$ cat src/logic/rtsa_pkg.sv
// Shared constants and types for the clock-chip two-wire slave access block
package rtsa_pkg;
    // Bus address, 7 bits; D0h on the wire once the direction bit is appended
    localparam logic [6:0] SLAVE_ADDR = 7'h68;
    // Byte map layout
    localparam int MAP_BYTES = 64;
    localparam int PTR_W = 6;
    localparam logic [5:0] IDX_RSVD_FIRST = 6'h10;
    localparam logic [5:0] IDX_RSVD_LAST = 6'h12;
    localparam logic [5:0] IDX_SQW = 6'h13;
    localparam logic [5:0] IDX_RAM_FIRST = 6'h14;
    localparam logic [5:0] PTR_RST = 6'h00;
    localparam logic [7:0] RSVD_READ = 8'h00;
    // Line levels and reset values
    localparam logic SDA_DRIVE_LVL = 1'b0;
    localparam logic [3:0] LINE_RST = 4'h3;
    localparam logic [7:0] BYTE_RST = 8'h00;
    localparam logic [3:0] BITS_PER_BYTE = 4'h8;
    localparam logic [3:0] TX_LAST_BIT = 4'h7;
    // Timing
    localparam int CLK_HZ = 50000000;
    localparam int CLK_NS = 20;
    localparam int GLITCH_NS = 30;
    localparam int GLITCH_SAMPLES = (GLITCH_NS + CLK_NS - 1) / CLK_NS;
    localparam logic [15:0] CYCLES_PER_MS_DEF = 16'(CLK_HZ / 1000);
    localparam int MS_W = 8;
    localparam logic [7:0] REC_MIN_MS = 8'h28;
    localparam logic [7:0] REC_MAX_MS = 8'hC8;
    // Supply states and bus phases
    typedef enum logic [1:0] {PWR_NORMAL, PWR_DESELECT, PWR_BATTERY, PWR_RECOVER} rtsa_pwr_e;
    typedef enum logic [2:0] {BUS_IDLE, BUS_RX, BUS_ACK, BUS_TX, BUS_TXACK} rtsa_bus_e;
endpackage

$ cat src/logic/rtsa_byte_store.sv
// Byte map storage: one write port, asynchronous read port
`timescale 1ns/1ps
module rtsa_byte_store #(
    parameter int DEPTH = 64,
    parameter int AW = 6
) (
    input wire logic clock_in,
    input wire logic we_in,
    input wire logic [AW-1:0] addr_in,
    input wire logic [7:0] wdata_in,
    output logic [7:0] rdata_out
);
    logic [7:0] mem [DEPTH];

    // Contents survive reset, as battery-backed storage would
    always_ff @(posedge clock_in) begin
        if (we_in) begin
            mem[addr_in] <= wdata_in;
        end
    end

    assign rdata_out = mem[addr_in];
endmodule

$ cat src/logic/rtsa_line_filter.sv
// Two-stage synchroniser and glitch filter for the incoming lines
`timescale 1ns/1ps
module rtsa_line_filter #(
    parameter int WIDTH = 4,
    parameter int SAMPLES = 2,
    parameter logic [WIDTH-1:0] RST_VAL = '0
) (
    input wire logic clock_in,
    input wire logic rst_in,
    input wire logic [WIDTH-1:0] line_in,
    output logic [WIDTH-1:0] line_out
);
    genvar gi;
    // One filter per line; output moves only once SAMPLES agree
    generate
        for (gi = 0; gi < WIDTH; gi++) begin : g_line
            logic s1_q;
            logic s2_q;
            logic [SAMPLES-1:0] hist_q;
            logic out_q;
            always_ff @(posedge clock_in) begin
                if (rst_in) begin
                    s1_q <= RST_VAL[gi];
                    s2_q <= RST_VAL[gi];
                    hist_q <= {SAMPLES{RST_VAL[gi]}};
                    out_q <= RST_VAL[gi];
                end else begin
                    s1_q <= line_in[gi];
                    s2_q <= s1_q;
                    hist_q <= {hist_q[SAMPLES-2:0], s2_q};
                    if (&hist_q) begin
                        out_q <= 1'b1;
                    end else if (~|hist_q) begin
                        out_q <= 1'b0;
                    end
                end
            end
            assign line_out[gi] = out_q;
        end
    endgenerate
endmodule

$ cat src/logic/rtsa_slave.sv
// Two-wire slave access to the 64-byte clock map, with supply-fail handling
`timescale 1ns/1ps
module rtsa_slave #(
    parameter logic [15:0] CYCLES_PER_MS = rtsa_pkg::CYCLES_PER_MS_DEF
) (
    input wire logic clock_in,
    input wire logic rst_in,
    input wire logic scl_in,
    input wire logic sda_in,
    output logic sda_out,
    output logic sda_oe_out,
    input wire logic deselect_in,
    input wire logic switchover_in,
    input wire logic [rtsa_pkg::MS_W-1:0] powerup_ms_in,
    output logic write_protect_out,
    output logic retention_out,
    output logic busy_out
);
    import rtsa_pkg::*;

    logic [3:0] filt;
    logic scl_f;
    logic sda_f;
    logic des_s;
    logic sw_s;
    logic scl_p_q;
    logic sda_p_q;
    logic scl_rise;
    logic scl_fall;
    logic start_evt;
    logic stop_evt;
    logic block;
    rtsa_bus_e st_q;
    rtsa_pwr_e pwr_q;
    logic [3:0] bit_q;
    logic [7:0] sh_q;
    logic first_q;
    logic word_q;
    logic rw_q;
    logic nack_q;
    logic sda_oe_q;
    logic [PTR_W-1:0] ptr_q;
    logic [7:0] mem_rd;
    logic [7:0] rd_byte;
    logic rsvd;
    logic mem_we;
    logic ack_clk;
    logic ptr_evt;
    logic [15:0] div_q;
    logic [MS_W-1:0] ms_q;
    logic [MS_W-1:0] rec_tgt;
    logic rec_done;
    logic rec_exit;
    logic wp_q;
    logic ret_q;
    logic busy_q;
    logic sda_lvl_q;

    // Lines idle high, supply flags idle low
    rtsa_line_filter #(
        .WIDTH(4),
        .SAMPLES(GLITCH_SAMPLES),
        .RST_VAL(LINE_RST)
    ) u_filter (
        .clock_in(clock_in),
        .rst_in(rst_in),
        .line_in({switchover_in, deselect_in, sda_in, scl_in}),
        .line_out(filt)
    );

    assign scl_f = filt[0];
    assign sda_f = filt[1];
    assign des_s = filt[2];
    assign sw_s = filt[3];

    // Previous filtered levels for edge finding
    always_ff @(posedge clock_in) begin
        if (rst_in) begin
            scl_p_q <= 1'b1;
            sda_p_q <= 1'b1;
        end else begin
            scl_p_q <= scl_f;
            sda_p_q <= sda_f;
        end
    end

    // Edges and bus conditions; a data change under clock high is control
    assign scl_rise = scl_f & ~scl_p_q;
    assign scl_fall = ~scl_f & scl_p_q;
    assign start_evt = scl_f & scl_p_q & sda_p_q & ~sda_f;
    assign stop_evt = scl_f & scl_p_q & ~sda_p_q & sda_f;
    // Supply trouble or recovery in progress shuts the bus out
    assign block = des_s | sw_s | (pwr_q != PWR_NORMAL);

    // Reserved bytes read as zero and refuse writes
    assign rsvd = (ptr_q >= IDX_RSVD_FIRST) && (ptr_q <= IDX_RSVD_LAST);
    assign rd_byte = rsvd ? RSVD_READ : mem_rd;
    assign ack_clk = ~block & scl_rise & (st_q == BUS_ACK) & ~first_q;
    assign mem_we = ack_clk & ~word_q & ~rsvd;
    assign ptr_evt = ack_clk | (~block & scl_rise & (st_q == BUS_TXACK) & ~sda_f) | des_s | sw_s;

    rtsa_byte_store #(
        .DEPTH(MAP_BYTES),
        .AW(PTR_W)
    ) u_store (
        .clock_in(clock_in),
        .we_in(mem_we),
        .addr_in(ptr_q),
        .wdata_in(sh_q),
        .rdata_out(mem_rd)
    );

    // Bus phase machine; supply trouble forces it idle and releases the line
    always_ff @(posedge clock_in) begin
        if (rst_in || block) begin
            st_q <= BUS_IDLE;
            bit_q <= 4'h0;
            sh_q <= BYTE_RST;
            first_q <= 1'b0;
            word_q <= 1'b0;
            rw_q <= 1'b0;
            nack_q <= 1'b0;
            sda_oe_q <= 1'b0;
        end else if (start_evt) begin
            st_q <= BUS_RX;
            bit_q <= 4'h0;
            first_q <= 1'b1;
            word_q <= 1'b0;
            sda_oe_q <= 1'b0;
        end else if (stop_evt) begin
            st_q <= BUS_IDLE;
            sda_oe_q <= 1'b0;
        end else begin
            case (st_q)
                BUS_RX: begin
                    if (scl_rise) begin
                        sh_q <= {sh_q[6:0], sda_f};
                        bit_q <= bit_q + 4'h1;
                    end else if (scl_fall && bit_q == BITS_PER_BYTE) begin
                        if (first_q && sh_q[7:1] != SLAVE_ADDR) begin
                            st_q <= BUS_IDLE;
                        end else begin
                            st_q <= BUS_ACK;
                            sda_oe_q <= 1'b1;
                            rw_q <= first_q ? sh_q[0] : rw_q;
                        end
                    end
                end
                BUS_ACK: begin
                    // Low held from the fall before the ack pulse to the fall after it
                    if (scl_fall) begin
                        bit_q <= 4'h0;
                        first_q <= 1'b0;
                        word_q <= first_q;
                        if (first_q && rw_q) begin
                            st_q <= BUS_TX;
                            sh_q <= rd_byte;
                            sda_oe_q <= ~rd_byte[7];
                        end else begin
                            st_q <= BUS_RX;
                            sda_oe_q <= 1'b0;
                        end
                    end
                end
                BUS_TX: begin
                    // New bit only after the clock falls
                    if (scl_fall) begin
                        if (bit_q == TX_LAST_BIT) begin
                            st_q <= BUS_TXACK;
                            sda_oe_q <= 1'b0;
                        end else begin
                            bit_q <= bit_q + 4'h1;
                            sh_q <= {sh_q[6:0], 1'b0};
                            sda_oe_q <= ~sh_q[6];
                        end
                    end
                end
                BUS_TXACK: begin
                    if (scl_rise) begin
                        nack_q <= sda_f;
                    end else if (scl_fall) begin
                        bit_q <= 4'h0;
                        if (nack_q) begin
                            st_q <= BUS_IDLE;
                        end else begin
                            st_q <= BUS_TX;
                            sh_q <= rd_byte;
                            sda_oe_q <= ~rd_byte[7];
                        end
                    end
                end
                default: begin
                    st_q <= BUS_IDLE;
                end
            endcase
        end
    end

    // Byte pointer: word byte loads it, ack clocks advance it, wraps at 64
    always_ff @(posedge clock_in) begin
        if (rst_in || des_s || sw_s) begin
            ptr_q <= PTR_RST;
        end else if (ack_clk) begin
            ptr_q <= word_q ? sh_q[PTR_W-1:0] : ptr_q + 6'h01;
        end else if (!block && scl_rise && st_q == BUS_TXACK && !sda_f) begin
            ptr_q <= ptr_q + 6'h01;
        end
    end

    // Supply state: deselect, battery retention, timed recovery
    always_ff @(posedge clock_in) begin
        if (rst_in) begin
            pwr_q <= PWR_NORMAL;
        end else begin
            case (pwr_q)
                PWR_NORMAL: begin
                    if (sw_s) begin
                        pwr_q <= PWR_BATTERY;
                    end else if (des_s) begin
                        pwr_q <= PWR_DESELECT;
                    end
                end
                PWR_DESELECT: begin
                    if (sw_s) begin
                        pwr_q <= PWR_BATTERY;
                    end else if (!des_s) begin
                        pwr_q <= PWR_RECOVER;
                    end
                end
                PWR_BATTERY: begin
                    if (!sw_s) begin
                        pwr_q <= des_s ? PWR_DESELECT : PWR_RECOVER;
                    end
                end
                PWR_RECOVER: begin
                    if (sw_s) begin
                        pwr_q <= PWR_BATTERY;
                    end else if (des_s) begin
                        pwr_q <= PWR_DESELECT;
                    end else if (rec_done) begin
                        pwr_q <= PWR_NORMAL;
                    end
                end
                default: begin
                    pwr_q <= PWR_DESELECT;
                end
            endcase
        end
    end

    // Interval clamped to its legal range so a bad setting cannot skip it
    assign rec_tgt = (powerup_ms_in < REC_MIN_MS) ? REC_MIN_MS :
                     (powerup_ms_in > REC_MAX_MS) ? REC_MAX_MS : powerup_ms_in;
    assign rec_done = (ms_q >= rec_tgt);
    assign rec_exit = (pwr_q == PWR_RECOVER) && rec_done;

    // Millisecond counter runs only while recovering
    always_ff @(posedge clock_in) begin
        if (rst_in || pwr_q != PWR_RECOVER) begin
            div_q <= 16'h0000;
            ms_q <= 8'h00;
        end else if (div_q == CYCLES_PER_MS - 16'h0001) begin
            div_q <= 16'h0000;
            ms_q <= ms_q + 8'h01;
        end else begin
            div_q <= div_q + 16'h0001;
        end
    end

    // Registered status; the line level is constant since the pin is open drain
    always_ff @(posedge clock_in) begin
        if (rst_in) begin
            wp_q <= 1'b0;
            ret_q <= 1'b0;
            busy_q <= 1'b0;
            sda_lvl_q <= SDA_DRIVE_LVL;
        end else begin
            wp_q <= block;
            ret_q <= (pwr_q == PWR_BATTERY);
            busy_q <= (st_q != BUS_IDLE);
            sda_lvl_q <= SDA_DRIVE_LVL;
        end
    end

    assign sda_out = sda_lvl_q;
    assign sda_oe_out = sda_oe_q;
    assign write_protect_out = wp_q;
    assign retention_out = ret_q;
    assign busy_out = busy_q;
endmodule

$ cat config.mk
export PLATFORM = sky130hd
export DESIGN_NAME = rtsa_slave
export DESIGN_NICKNAME = d
export VERILOG_FILES = /design/src/logic/rtsa_pkg.sv /design/src/logic/rtsa_byte_store.sv /design/src/logic/rtsa_line_filter.sv /design/src/logic/rtsa_slave.sv
export SDC_FILE = /design/constraint.sdc
export NUM_CORES = 1
export LEC_CHECK = 0
export BUFFER_PORTS_ARGS = -buffer_cell sky130_fd_sc_hd__clkbuf_2
export CORE_ASPECT_RATIO = 1.4
export CORE_UTILIZATION = 55
export DETAILED_ROUTE_END_ITERATION = 10
export PLACE_DENSITY = 0.73
export SYNTH_ARGS = -nofsm -noshare
export SYNTH_HDL_FRONTEND = slang
export SYNTH_SLANG_ARGS = --single-unit
$ cat constraint.sdc
create_clock -name clock_in -period 2.4 [get_ports clock_in]
set_input_delay 0 -clock clock_in [delete_from_list [all_inputs] [get_ports clock_in]]
set_output_delay 0 -clock clock_in [all_outputs]
set_load 0.02 [all_outputs]
==> reports/metrics.cfg <==
[place]
dpl_cell_area_um2 = 26100
routabilityCongestion = 0.861
dpl.hpwl_mm = 36.1
port_buffers = 17

[cts]
clkLatencyLatePin_ns = 0.58
htreeDepth = 2
cts_tree = yes
cts_inserted_buffers = 51
cts.sink_count = 595
clkTransAtPathRegs_ns = 0.07
cts-root-buf = clkbuf_16
cts_buffer_depth = 3

[timing]
rsz0062_at_grt = yes
skew_ns = 0.0210
whs_ns = 0.0774
max_slew_margin_pct = 47.9
period_needed_ns = 2.37
maxSlewViolCount = 0
fin_crit_sh_pct = 98.6
setup_violations = 0
worstMarginPinSlew_ns = 0.781
fmax_ghz = 0.422
hold_viol = 0

[logic_synthesis]
async_flop_share_pct = 0
synth_edf_count = 512
synth-seq-area-share_pct = 71.2
synth_area_per_cell_um2 = 17.5
netlist_instances = 1369
ys.flop_type = edfxtp_1
synth_most_common_cell = edfxtp_1
synth.largest_area_cell = edfxtp_1
ys_types = 76
syn_area_um2 = 23900
synth_common_cells = edfxtp_1, mux4_2, nor2_1
ys.warnings.count = 0
netlist.area_leader.share_pct = 64.3
ys_ff_latch = 595
synth_area_leaders = edfxtp_1, mux4_2, dfxtp_1, nor2_1, mux2i_1

[pwr]
peakVddDrop_mv = 0.577
p_int_w = 0.0160
clkPwrFrac_pct = 39.9
switching_power_w = 0.00421
total_power_w = 0.0203
cellPowerDensity_nw_per_um2 = 719
leakage_nw = 9.44
power_frac_comb_pct = 4.7
pwr-share-seq_pct = 55.4
switching_share_pct = 20.8

[grt]
grt_usage_pct = 26.0
grt_pass1_vias = 13700
antenna_found_initial = 1
grt_max_degree = 69
grt_remaining_overflow = 0
grt_pass1_wl_mm = 84.1

[worst_hold_path]
holdCritStartpoint = powerup_ms_in[7]
worstHoldPathType = in2reg
hold_path_end = pwr_q[0]$_SDFFE_PP0P_
holdPathStages = 6

[cells_and_area]
synthToLayoutAreaGrowth_pct = 17.8
antenna_cells = 0
fill_cells = 2889
regArea_um2 = 17100
final_cell_area_um2 = 28200
fin_nets = 1632
layout-drive-gt1-share_pct = 31.0
multi_input_area_um2 = 6660
utilization_pct = 65.5

[detailed_routing]
drc = 0
vias_per_cell = 6.17
detail_route.wl_per_cell_um = 25.7
ant_nets = 0
wl_mm = 56.5
drtPass1Iterations = 5
drtIter0Drc = 1304
num_vias = 13600

[run_status]
status = finished clean

[floorplan]
die_w_um = 178
die-area_um2 = 44400
placeableCoreArea_um2 = 43000
num_rows = 90
ioPinCount = 19
initial_core_util_pct = 55.6
die_h_um = 249

[run]
cap_violations = 0

[setup_path]
worstSetupPathType = reg2reg
cp.required_ns = 2.87
startpoint_type = flip-flop
r2r-end = sda_oe_out$_SDFFE_PP0P_
slowest_delay_ns = 0.53
worst_setup_path_end_kind = flip-flop
path_max_fanout = 7
reg2reg_depth = 6
path_cells = mux4_2, mux4_2, o211ai_4, o21ai_4, buf_4, a311oi_1
worst_path_max_delay_cell = mux4_2
crit_arrival_ns = 2.84
r2r_setup_slack_ns = 0.03
crit_top_cell = mux4_2

-- flip-flops by register name (all words and copies together) (netlist names), 6 cells and up, named ones only --
register and count:
div_q 16, ptr_q 6, ms_q 8, u_store.mem 512, u_filter.g_line.hist_q 8, sh_q 8
-- logic make-up (layout without fill, tap and decap cells) --
family / count (synthesis) / in the layout / share of synthesized area (%)
AO/OA/AOI/OAI: 147 / 147 / 4.11
XOR/XNOR: 22 / 22 / 0.805
adder cells (fa/ha/maj): 15 / 15 / 0.784
buffers and inverters: 86 / 338 / 1.98
flip-flops: 595 / 595 / 71.2
multiplexers: 165 / 165 / 14.1
other: 1 / 25 / 0.0157
AND/OR/NAND/NOR: 338 / 338 / 7.01
-- final cells by class --
type                    instances  share of cell area [%]
multi-input cells             712                    23.6
clock buffers                  68                    5.01
flip-flops and latches        595                    60.5
well taps                     552                    2.45
inverters                      15                   0.209
repair buffers                228                    7.39
clock inverters                27                   0.781
-- power by group through the flow --
stage          Clock (W)  Sequential (W)  Combinational (W)
2_1_floorplan          0          0.0115           0.000506
3_3_place_gp           0          0.0114           0.000890
3_5_place_dp           0          0.0114           0.000906
4_1_cts          0.00815          0.0112           0.000941
5_1_grt          0.00852          0.0112            0.00102
6_report         0.00808          0.0112           0.000956
-- placed cells by master (no fill, tap or decap), types with 11 or more instances in the layout --
cell type / count
nor3_1: 16
nand3_1: 30
mux4_2: 133
clkbuf_2: 17
o21ai_0: 22
a31oi_1: 11
conb_1: 25
or3_1: 13
buf_4: 166
mux2i_1: 24
clkinv_2: 11
or2_2: 15
nor2b_1: 18
ha_1: 15
dfxtp_1: 70
buf_12: 22
clkbuf_16: 55
a211oi_1: 13
inv_1: 15
xor2_1: 12
edfxtp_1: 512
nor2_1: 104
nand2_1: 61
a21oi_1: 39
clkbuf_1: 12
nor2_2: 21
-- repair_timing --
| action | in CTS | in global routing |
|---|---|---|
| buffers inserted | 7 | 11 |
| endpoints found under the setup margin | 43 | 105 |
| pin swaps | 2 | 3 |
| gates resized for setup | 9 | 35 |
| gates cloned | 0 | 2 |
| hold buffers | 9 | 0 |
| hold endpoints to repair | 37 | 0 |
-- per-layer routing --
metal | GRT usage (%) | share of wire, % | vias up | routed length [µm]
li1 | - | - | 5859 | -
met1 | 33.2 | 36 | 6878 | 20300
met2 | 44.3 | 52 | 642 | 29300
met3 | 3.94 | 7.6 | 175 | 4290
met4 | 10.8 | 4.7 | 2 | 2660
met5 | 0 | 0.037 | - | 21
-- worst max-delay path: cells and delay by family, from the launching register on --
kind                   cells  cell delay [ns]
muxes                      2             1.05
AOI/OAI and AO/OA          3             0.61
DFF                        1             0.45
buffers and inverters      1             0.16
-- worst max-delay path by stage --
stage,start,endpoint,slack [ns],cells after the start
global placement,flip-flop,sh_q[6]$_SDFFE_PP0P_,-0.003,8
global route,flip-flop,sh_q[6]$_SDFFE_PP0P_,-0.06,9
detailed placement,flip-flop,sh_q[6]$_SDFFE_PP0P_,-0.09,8
finish,flip-flop,sda_oe_out$_SDFFE_PP0P_,0.03,6
CTS,flip-flop,sh_q[6]$_SDFFE_PP0P_,0.01,7
floorplan,u_filter.g_line[0].out_q$_SDFFE_PP1N_,u_store.mem[59][0]$_DFFE_PP_,-0.13,8
-- through the flow --
| stage | setup TNS, ns | setup WS, ns | instances |
|---|---|---|---|
| 2_1_floorplan | -31.09 | -0.134 | 1393 |
| 3_3_place_gp | -0.00323 | -0.00323 | 2073 |
| 3_5_place_dp | -0.103 | -0.0855 | 2073 |
| 4_1_cts | 0 | 0.0109 | 2184 |
| 5_1_grt | -0.249 | -0.0645 | 2197 |
| 6_report | 0 | 0.0325 | 2197 |
Power figures use the tool's default switching activity.
